`config.mk`:
```
export PLATFORM = sky130hd
export DESIGN_NAME = fpa_controller_flat
export DESIGN_NICKNAME = d
export VERILOG_FILES = /design/src/shared/fpa_pkg.sv /design/src/shared/fpa_link_if.sv /design/src/design/fpa_controller.sv /design/src/flat_wrapper.sv
export SDC_FILE = /design/constraint.sdc
export NUM_CORES = 1
export LEC_CHECK = 0
export BUFFER_PORTS_ARGS = -buffer_cell sky130_fd_sc_hd__buf_2
export CAP_MARGIN = 20
export CORE_ASPECT_RATIO = 0.75
export CORE_MARGIN = 8
export CORE_UTILIZATION = 45
export CTS_BUF_LIST = sky130_fd_sc_hd__clkbuf_4
export CTS_CLUSTER_DIAMETER = 40
export DETAILED_ROUTE_END_ITERATION = 8
export HOLD_SLACK_MARGIN = 0.06
export PLACE_DENSITY = 0.81
export REMOVE_ABC_BUFFERS = 1
export SLEW_MARGIN = 30
export SYNTH_ARGS = -nofsm -noshare
export SYNTH_HDL_FRONTEND = slang
export SYNTH_SLANG_ARGS = --single-unit
```
`constraint.sdc`:
```
create_clock -name REF_CLK -period 3.6 [get_ports REF_CLK]
set_clock_uncertainty 0.15 [all_clocks]
set_input_delay 0.36 -clock REF_CLK [delete_from_list [all_inputs] [get_ports REF_CLK]]
set_output_delay 0.36 -clock REF_CLK [all_outputs]
set_load 0.02 [all_outputs]
```
`src/shared/fpa_pkg.sv`:
```
// Contract
// - Bus fault bit5, data fault bit7 high.
// - Heartbeat output on low byte bit0.
// - Done bit6, session-on bit7 low byte.
// - Controller requests session before any transfer.
// - Session request unlocked gives session-on flag.
// - Controller sets address, value, then commit.
// - Done flag only after accepted transfer.
// - Address 0x2100 stores all, value below 60000.
// - Controller sends password to 0x2200 first.
// - Password set refuses writes until unlocked.
// - Unlock holds while request; clear re-arms.
// - Three wrong passwords lock, session-on clears.
// - Lockout lasts until restart only.
// - Written values checked against parameter limits.
// - Values travel as scaled integers.
// - Selection options travel as integer codes.
// - Accepted changes take effect at once.
// - Controller should clear enable before transfer.
// - Sensor monitoring on/auto deactivates on faults.
// - Solenoid wiring fault deactivates output stage.
// - Power-up data error holds output until save.
// - Request bit7, commit bit6 of control low.
// - Value is 32-bit word, MSB first, bytes 28-31.
package fpa_pkg;
   // -----------------------------------------------------------------
   // Process image layout
   // -----------------------------------------------------------------
   localparam logic [3:0]  FPA_STATUS_WORD_TWO_OFS = 4'h2;
   localparam int          FPA_SW2_BUS_FAULT_BIT   = 13;
   localparam int          FPA_SW2_DATA_FAULT_BIT  = 15;
   localparam int          FPA_SW2_HEARTBEAT_BIT   = 0;
   localparam int          FPA_SW2_DONE_BIT        = 6;
   localparam int          FPA_SW2_SESSION_ON_BIT  = 7;
   localparam int          FPA_CW_ENABLE_BIT       = 15;
   localparam int          FPA_CW_HEARTBEAT_BIT    = 8;
   localparam int          FPA_CW_COMMIT_BIT       = 6;
   localparam int          FPA_CW_REQUEST_BIT      = 7;
   localparam int          FPA_VALUE_FIRST_BYTE    = 28;
   // -----------------------------------------------------------------
   // Special addresses and limits
   // -----------------------------------------------------------------
   localparam logic [15:0] FPA_ADDR_STORE          = 16'h2100;
   localparam logic [15:0] FPA_ADDR_UNLOCK         = 16'h2200;
   localparam logic [31:0] FPA_STORE_VALUE_LIMIT   = 32'h0000ea60;
   localparam logic [1:0]  FPA_MAX_TRIES           = 2'h3;
   localparam int          FPA_PARAM_COUNT         = 16;
   localparam logic [15:0] FPA_SENSOR_SELECT_ADDR  = 16'h0000;
   localparam logic [31:0] FPA_SENSOR_SELECT_MAX   = 32'h00000002;
   localparam logic [31:0] FPA_PARAM_LIMIT_DEFAULT = 32'h00002710;
   localparam logic [31:0] FPA_PARAM_RESET         = 32'h00000000;
   localparam logic [1:0]  FPA_SENSOR_OFF          = 2'h0;
   // -----------------------------------------------------------------
   // Host register map (AXI4-Lite byte addresses)
   // -----------------------------------------------------------------
   localparam logic [3:0]  FPA_REG_CMD             = 4'h0;
   localparam logic [3:0]  FPA_REG_ADDR            = 4'h4;
   localparam logic [3:0]  FPA_REG_VALUE           = 4'h8;
   localparam logic [3:0]  FPA_REG_STATUS          = 4'hc;
   localparam int          FPA_CMD_GO_BIT          = 0;
   localparam int          FPA_CMD_SESSION_BIT     = 1;
   localparam int          FPA_CMD_ENABLE_BIT      = 2;
   localparam logic [1:0]  FPA_RESP_OKAY           = 2'h0;
   localparam logic [1:0]  FPA_RESP_SLVERR         = 2'h2;
   localparam logic [7:0]  FPA_DONE_TIMEOUT        = 8'h40;
   localparam logic [7:0]  FPA_DONE_LATENCY        = 8'h03;
endpackage

```
`src/shared/fpa_link_if.sv`:
```
`timescale 1ns/1ps
`default_nettype none
// Cyclic process image between the controller and the pump module.
interface fpa_link_if;
   logic [15:0] control_word;
   logic [15:0] param_addr;
   logic [31:0] param_value_out;
   logic [15:0] status_word_two;
   logic [7:0]  value_bytes [0:3];
   modport ctrl (output control_word, output param_addr,
                 output param_value_out,
                 input status_word_two, input value_bytes);
   modport dev  (input control_word, input param_addr,
                 input param_value_out,
                 output status_word_two, output value_bytes);
endinterface
`default_nettype wire

```
`src/design/fpa_controller.sv`:
```
// Implementation choice: the AXI4-Lite interface to the registers.
`timescale 1ns/1ps
`default_nettype none
// Controller end: AXI4-Lite slave that runs one parameter handshake.
module fpa_controller
   import fpa_pkg::*;
(
   input  wire logic        REF_CLK,
   input  wire logic        SRST,
   fpa_link_if.ctrl         LINK,
   input  wire logic [3:0]  S_AXI_AWADDR,
   input  wire logic        S_AXI_AWVALID,
   output logic             S_AXI_AWREADY,
   input  wire logic [31:0] S_AXI_WDATA,
   input  wire logic [3:0]  S_AXI_WSTRB,
   input  wire logic        S_AXI_WVALID,
   output logic             S_AXI_WREADY,
   output logic [1:0]       S_AXI_BRESP,
   output logic             S_AXI_BVALID,
   input  wire logic        S_AXI_BREADY,
   input  wire logic [3:0]  S_AXI_ARADDR,
   input  wire logic        S_AXI_ARVALID,
   output logic             S_AXI_ARREADY,
   output logic [31:0]      S_AXI_RDATA,
   output logic [1:0]       S_AXI_RRESP,
   output logic             S_AXI_RVALID,
   input  wire logic        S_AXI_RREADY,
   output logic             HEARTBEAT_OUT
);
   typedef enum logic [1:0] {FPA_IDLE, FPA_COMMIT, FPA_WAIT} fpa_state_t;
   fpa_state_t  state_q;
   logic [2:0]  cmd_q;
   logic [15:0] addr_q;
   logic [31:0] value_q;
   logic        aw_q, w_q;
   logic [3:0]  awaddr_q;
   logic [31:0] wdata_q;
   logic        busy_q, ok_q, fail_q;
   logic [7:0]  wait_q;
   logic        hb_q;
   logic        wr_fire;
   logic [31:0] value_rd;

   assign S_AXI_AWREADY = ~aw_q & ~S_AXI_BVALID;
   assign S_AXI_WREADY  = ~w_q & ~S_AXI_BVALID;
   assign S_AXI_ARREADY = ~S_AXI_RVALID;
   assign wr_fire       = aw_q & w_q & ~S_AXI_BVALID;
   // The value arrives most significant byte first.
   assign value_rd = {LINK.value_bytes[0], LINK.value_bytes[1],
                      LINK.value_bytes[2], LINK.value_bytes[3]};

   // -----------------------------------------------------------------
   // AXI4-Lite write path
   // -----------------------------------------------------------------
   // Address and data are latched apart, so either may come first.
   always_ff @(posedge REF_CLK) begin
      if (SRST) begin
         aw_q         <= 1'b0;
         w_q          <= 1'b0;
         awaddr_q     <= 4'h0;
         wdata_q      <= 32'h0;
         S_AXI_BVALID <= 1'b0;
         S_AXI_BRESP  <= FPA_RESP_OKAY;
      end else begin
         if (S_AXI_AWVALID && S_AXI_AWREADY) begin
            aw_q     <= 1'b1;
            awaddr_q <= S_AXI_AWADDR;
         end
         if (S_AXI_WVALID && S_AXI_WREADY) begin
            w_q     <= 1'b1;
            wdata_q <= S_AXI_WDATA;
         end
         if (wr_fire) begin
            aw_q         <= 1'b0;
            w_q          <= 1'b0;
            S_AXI_BVALID <= 1'b1;
            S_AXI_BRESP  <= (awaddr_q == FPA_REG_STATUS) ?
                            FPA_RESP_SLVERR : FPA_RESP_OKAY;
         end else if (S_AXI_BREADY) begin
            S_AXI_BVALID <= 1'b0;
         end
      end
   end

   // Order registers. Any nonzero byte strobe writes the full word; all-zero strobes write nothing.
   always_ff @(posedge REF_CLK) begin
      if (SRST) begin
         cmd_q   <= 3'h0;
         addr_q  <= 16'h0;
         value_q <= 32'h0;
      end else begin
         if (wr_fire && S_AXI_WSTRB != 4'h0) begin
            case (awaddr_q)
               FPA_REG_CMD:   cmd_q   <= wdata_q[2:0];
               FPA_REG_ADDR:  addr_q  <= wdata_q[15:0];
               FPA_REG_VALUE: value_q <= wdata_q;
               default: ;
            endcase
         end
         if (state_q == FPA_WAIT && (ok_q || fail_q))
            cmd_q[FPA_CMD_GO_BIT] <= 1'b0;
      end
   end

   // -----------------------------------------------------------------
   // Parameter handshake
   // -----------------------------------------------------------------
   // A transfer waits for the session-on flag, then raises commit and
   // waits a bounded time for done; silence counts as not performed.
   always_ff @(posedge REF_CLK) begin
      if (SRST) begin
         state_q <= FPA_IDLE;
         busy_q  <= 1'b0;
         ok_q    <= 1'b0;
         fail_q  <= 1'b0;
         wait_q  <= 8'h0;
      end else begin
         case (state_q)
            FPA_IDLE: begin
               if (cmd_q[FPA_CMD_GO_BIT] &&
                   LINK.status_word_two[FPA_SW2_SESSION_ON_BIT]) begin
                  state_q <= FPA_COMMIT;
                  busy_q  <= 1'b1;
                  ok_q    <= 1'b0;
                  fail_q  <= 1'b0;
                  wait_q  <= 8'h0;
               end
            end
            FPA_COMMIT: begin
               state_q <= FPA_WAIT;
            end
            FPA_WAIT: begin
               wait_q <= wait_q + 8'h1;
               if (wait_q >= FPA_DONE_LATENCY &&
                   LINK.status_word_two[FPA_SW2_DONE_BIT]) begin
                  ok_q <= 1'b1;
               end else if (wait_q == FPA_DONE_TIMEOUT) begin
                  fail_q <= 1'b1;
               end
               if (ok_q || fail_q) begin
                  state_q <= FPA_IDLE;
                  busy_q  <= 1'b0;
               end
            end
            default: state_q <= FPA_IDLE;
         endcase
      end
   end

   // Output image; the enable bit is dropped while a transfer runs.
   always_ff @(posedge REF_CLK) begin
      if (SRST) begin
         LINK.control_word    <= 16'h0000;
         LINK.param_addr      <= 16'h0000;
         LINK.param_value_out <= 32'h0;
         hb_q                 <= 1'b0;
      end else begin
         hb_q <= ~hb_q;
         LINK.control_word <= 16'h0000;
         LINK.control_word[FPA_CW_HEARTBEAT_BIT] <= ~hb_q;
         LINK.control_word[FPA_CW_REQUEST_BIT] <=
            cmd_q[FPA_CMD_SESSION_BIT];
         LINK.control_word[FPA_CW_ENABLE_BIT] <=
            cmd_q[FPA_CMD_ENABLE_BIT] & ~busy_q;
         LINK.control_word[FPA_CW_COMMIT_BIT] <=
            (state_q == FPA_WAIT) && !ok_q && !fail_q;
         LINK.param_addr      <= addr_q;
         LINK.param_value_out <= value_q;
      end
   end

   // Read path; unmapped addresses read zero with OKAY.
   always_ff @(posedge REF_CLK) begin
      if (SRST) begin
         S_AXI_RVALID <= 1'b0;
         S_AXI_RDATA  <= 32'h0;
         S_AXI_RRESP  <= FPA_RESP_OKAY;
      end else if (S_AXI_ARVALID && S_AXI_ARREADY) begin
         S_AXI_RVALID <= 1'b1;
         S_AXI_RRESP  <= FPA_RESP_OKAY;
         case (S_AXI_ARADDR)
            FPA_REG_CMD:    S_AXI_RDATA <= {29'h0, cmd_q};
            FPA_REG_ADDR:   S_AXI_RDATA <= {16'h0, addr_q};
            FPA_REG_VALUE:  S_AXI_RDATA <= value_rd;
            FPA_REG_STATUS: S_AXI_RDATA <= {13'h0, fail_q, ok_q, busy_q,
                                            LINK.status_word_two};
            default:        S_AXI_RDATA <= 32'h0;
         endcase
      end else if (S_AXI_RREADY) begin
         S_AXI_RVALID <= 1'b0;
      end
   end

   assign HEARTBEAT_OUT = hb_q;
endmodule
`default_nettype wire

```
`src/flat_wrapper.sv`:
```
// flat-port wrapper written by rule: the top's interface ports become plain ports
module fpa_controller_flat import fpa_pkg::*;
  (REF_CLK, SRST, S_AXI_AWADDR, S_AXI_AWVALID, S_AXI_AWREADY, S_AXI_WDATA, S_AXI_WSTRB, S_AXI_WVALID, S_AXI_WREADY, S_AXI_BRESP, S_AXI_BVALID, S_AXI_BREADY, S_AXI_ARADDR, S_AXI_ARVALID, S_AXI_ARREADY, S_AXI_RDATA, S_AXI_RRESP, S_AXI_RVALID, S_AXI_RREADY, HEARTBEAT_OUT, LINK_control_word, LINK_param_addr, LINK_param_value_out, LINK_status_word_two, LINK_value_bytes);
  fpa_link_if LINK_i ();
  input  wire logic REF_CLK;
  input  wire logic SRST;
  input  wire logic [3:0] S_AXI_AWADDR;
  input  wire logic S_AXI_AWVALID;
  output logic S_AXI_AWREADY;
  input  wire logic [31:0] S_AXI_WDATA;
  input  wire logic [3:0] S_AXI_WSTRB;
  input  wire logic S_AXI_WVALID;
  output logic S_AXI_WREADY;
  output logic [1:0] S_AXI_BRESP;
  output logic S_AXI_BVALID;
  input  wire logic S_AXI_BREADY;
  input  wire logic [3:0] S_AXI_ARADDR;
  input  wire logic S_AXI_ARVALID;
  output logic S_AXI_ARREADY;
  output logic [31:0] S_AXI_RDATA;
  output logic [1:0] S_AXI_RRESP;
  output logic S_AXI_RVALID;
  input  wire logic S_AXI_RREADY;
  output logic HEARTBEAT_OUT;
  output wire logic [$bits(LINK_i.control_word)-1:0] LINK_control_word;
  output wire logic [$bits(LINK_i.param_addr)-1:0] LINK_param_addr;
  output wire logic [$bits(LINK_i.param_value_out)-1:0] LINK_param_value_out;
  input wire logic [$bits(LINK_i.status_word_two)-1:0] LINK_status_word_two;
  input wire logic [$bits(LINK_i.value_bytes)-1:0] LINK_value_bytes;
  assign LINK_control_word = LINK_i.control_word;
  assign LINK_param_addr = LINK_i.param_addr;
  assign LINK_param_value_out = LINK_i.param_value_out;
  assign LINK_i.status_word_two = LINK_status_word_two;
  assign LINK_i.value_bytes = {>>{LINK_value_bytes}};
  fpa_controller u_core (.REF_CLK(REF_CLK), .SRST(SRST), .LINK(LINK_i), .S_AXI_AWADDR(S_AXI_AWADDR), .S_AXI_AWVALID(S_AXI_AWVALID), .S_AXI_AWREADY(S_AXI_AWREADY), .S_AXI_WDATA(S_AXI_WDATA), .S_AXI_WSTRB(S_AXI_WSTRB), .S_AXI_WVALID(S_AXI_WVALID), .S_AXI_WREADY(S_AXI_WREADY), .S_AXI_BRESP(S_AXI_BRESP), .S_AXI_BVALID(S_AXI_BVALID), .S_AXI_BREADY(S_AXI_BREADY), .S_AXI_ARADDR(S_AXI_ARADDR), .S_AXI_ARVALID(S_AXI_ARVALID), .S_AXI_ARREADY(S_AXI_ARREADY), .S_AXI_RDATA(S_AXI_RDATA), .S_AXI_RRESP(S_AXI_RRESP), .S_AXI_RVALID(S_AXI_RVALID), .S_AXI_RREADY(S_AXI_RREADY), .HEARTBEAT_OUT(HEARTBEAT_OUT));
endmodule
```
==> metrics <==
largest net degree at the start of global routing 52; drt first pass iters 5; crit end category register; vias in the first global route 6041; Ant. Diodes 0; routed wire length 19700 µm; Startpoint Class register; Top cell by count, worst path dlygate4sd3_1; synth unique cells 49; critical path's top delay family buffers and inverters; CTS hold repair buffers 95; synth warn 0; Routability Congestion 0.824; Async SR Flop Fraction 0; most common cell after layout, fill and taps aside dfxtp_1; gr ovfl total 0; Die Width 160 µm; Clock Latency Late Sink 0.58 ns; via count 5878; Synth Flop Type dfxtp_1; final hold violations 0; Die ar. 19800 µm²; Gate power share 0.110; DRC 0; pre-CTS setup slack 1.34 ns; peak supply drop 0.000216 V; Max stage delay on crit path 0.57 ns; hpwl dp 12300 µm; clock slew at reported path FFs 0.17 ns; row cnt 39; Core ar. 15200 µm²; Pleak 4.20 nW; Max Fclk 0.409 GHz; port bufs 189; CTS tree yes; vias per inst 4.96; Post-Syn Area 6990 µm²; synthesized instance count 705; DRT antenna net count 0; Slew Limit Fails 0; crit path cell chain nor3b_4 > nand2_1 > dlygate4sd3_1 > a21oi_1 > dlygate4sd3_1; Slew @ Worst Pin 0.901 ns; Met2 Wirelength 9400 µm; syn avg cell area 9.92 µm²; Setup Buffers After CTS 0; final core occ 0.607; share of layout cells above drive strength 1 0.280; total track usage 0.195; critical path's slowest cell dlygate4sd3_1; highest net fanout along the worst path 9; CTS Buf Count 17; switching power 1.03 mW; global-route wire length before repair 30900 µm; minimum clock period after layout 2.44 ns; CTS resizes 0; internal power 2.63 mW; Area Growth Syn to Fin 32.1%; wire per inst 16.6 µm; # Max-Cap Violations 0; H-tree depth 4; most frequent cells in the layout 189 x dfxtp_1, 188 x buf_2, 126 x nand2_1; clock sink total 189; Yosys reg bits 189; met3 WL 1480 µm; Clock power frac 0.301; initial antenna violation count 0; uppermost layer routed met4; status completed; I/O pin count 205; clk buf depth 2; final setup margin 1.16 ns; Die Height 124 µm; slew margin rel. 0.398; Final period util 0.679; Critical Path RT 3.98 ns; setup tns final 0 ns; CTS root buf clkbuf_4; sequential fraction of design power 0.590; Crit path arrival time 2.83 ns; Starting Density 0.459; Worst Hold Class primary input to register; Finish-stage setup viols 0; kind of critical path register to register; layout net count 1069; Pwr Density 397 nW/µm²; Sw Share 0.281; M1 wire length 8500 µm; initial drt markers 415; RSZ-0062 raised after global routing no; Post-synth EDFFs 0; CP Buf/Inv Count 2; Seq/Total Area, Yosys 0.541
## cell families (layout without fill, tap and decap cells)
group | Yosys count | in the layout | share of synthesized area
AND/OR/NAND/NOR | 241 | 241 | 0.175
flip-flops | 189 | 189 | 0.541
buffers and inverters | 98 | 360 | 0.0648
AO/OA/AOI/OAI | 97 | 97 | 0.0934
multiplexers | 77 | 77 | 0.121
adder cells (fa/ha/maj) | 2 | 2 | 0.00358
other | 1 | 15 | 0.000536
## layer usage
layer	up-vias	GRT usage
met3	23	0.0637
li1	2872	-
met1	2770	0.230
met5	-	0
met2	213	0.337
met4	0	0.0640
## registers in the layout (all words and copies together), names as in the netlist, 3 cells and up
name / cells
u_core.addr_q: 16
u_core.S_AXI_RDATA: 32
u_core.wdata_q: 32
u_core.LINK.param_addr: 16
u_core.wait_q: 8
u_core.LINK.param_value_out: 32
u_core.LINK.control_word: 4
u_core.cmd_q: 3
u_core.awaddr_q: 4
u_core.value_q: 32
## worst min-delay path: stages
cell and delay (ns):
buf_2 0.07, mux2_2 0.16, a22oi_1 0.06, o2bb2ai_1 0.14
## Yosys cell counts, drive strengths merged (2+ instances only)
master / number / area, µm²
nand4b: 2 / 17.5
o31ai: 3 / 22.5
o21ai: 2 / 10.0
a32oi: 13 / 114
and2: 2 / 12.5
ha: 2 / 25.0
nand2b: 6 / 37.5
nor2b: 36 / 225
o211ai: 2 / 15.0
dfxtp: 189 / 3780
nor2: 27 / 101
inv: 38 / 143
a22oi: 13 / 97.6
buf: 26 / 183
clkbuf: 34 / 128
nand3b: 4 / 42.5
o2bb2ai: 13 / 114
nor4b: 3 / 32.5
a22o: 3 / 26.3
nor4: 6 / 82.6
nor3: 4 / 20.0
nand4: 2 / 12.5
mux2i: 42 / 420
nor3b: 5 / 47.5
or4: 3 / 22.5
mux4: 3 / 67.6
nand2: 126 / 473
nand3: 9 / 45.0
a21oi: 44 / 220
mux2: 32 / 360
## layout make-up
class / count / area (µm²)
Clock buffer: 17 / 128
Clock inverter: 15 / 150
Fill cell: 1288 / 5990
Inverter: 38 / 143
Multi-Input combinational cell: 432 / 2820
Sequential cell: 189 / 3780
Tap cell: 205 / 256
Timing Repair Buffer: 290 / 1960
## path summary, 6_finish.rpt
path                            cells after the start                   startpoint                          end  slack (ns)
worst max-delay path                                5                   u_core.w_q           u_core.wdata_q[17]        1.16
worst min-delay path                                4          LINK_value_bytes[6]        u_core.S_AXI_RDATA[6]        0.11
worst min register to register                      1  u_core.LINK.control_word[8]  u_core.LINK.control_word[8]        0.29
worst max register to register                      5                   u_core.w_q           u_core.wdata_q[17]        1.16
## power by group through the flow
stage | registers, mW | logic (mW) | clock network, mW
2_1_floorplan | 2.20 | 0.156 | 0
3_3_place_gp | 2.20 | 0.302 | 0
3_5_place_dp | 2.20 | 0.307 | 0
4_1_cts | 2.16 | 0.393 | 1.14
5_1_grt | 2.17 | 0.435 | 1.23
6_report | 2.16 | 0.402 | 1.10
## per-stage QoR
stage          hold WS, ns  instance area [µm²]  total power, mW  cells
6_report             0.106                 9240             3.66   1186
5_1_grt             0.0657                 9240             3.83   1186
4_1_cts             0.0616                 9240             3.69   1186
3_5_place_dp         0.263                 8010             2.51   1059
3_3_place_gp         0.254                 8000             2.50   1059
2_1_floorplan        0.254                 6730             2.36    659
Power figures use the tool's default switching activity.
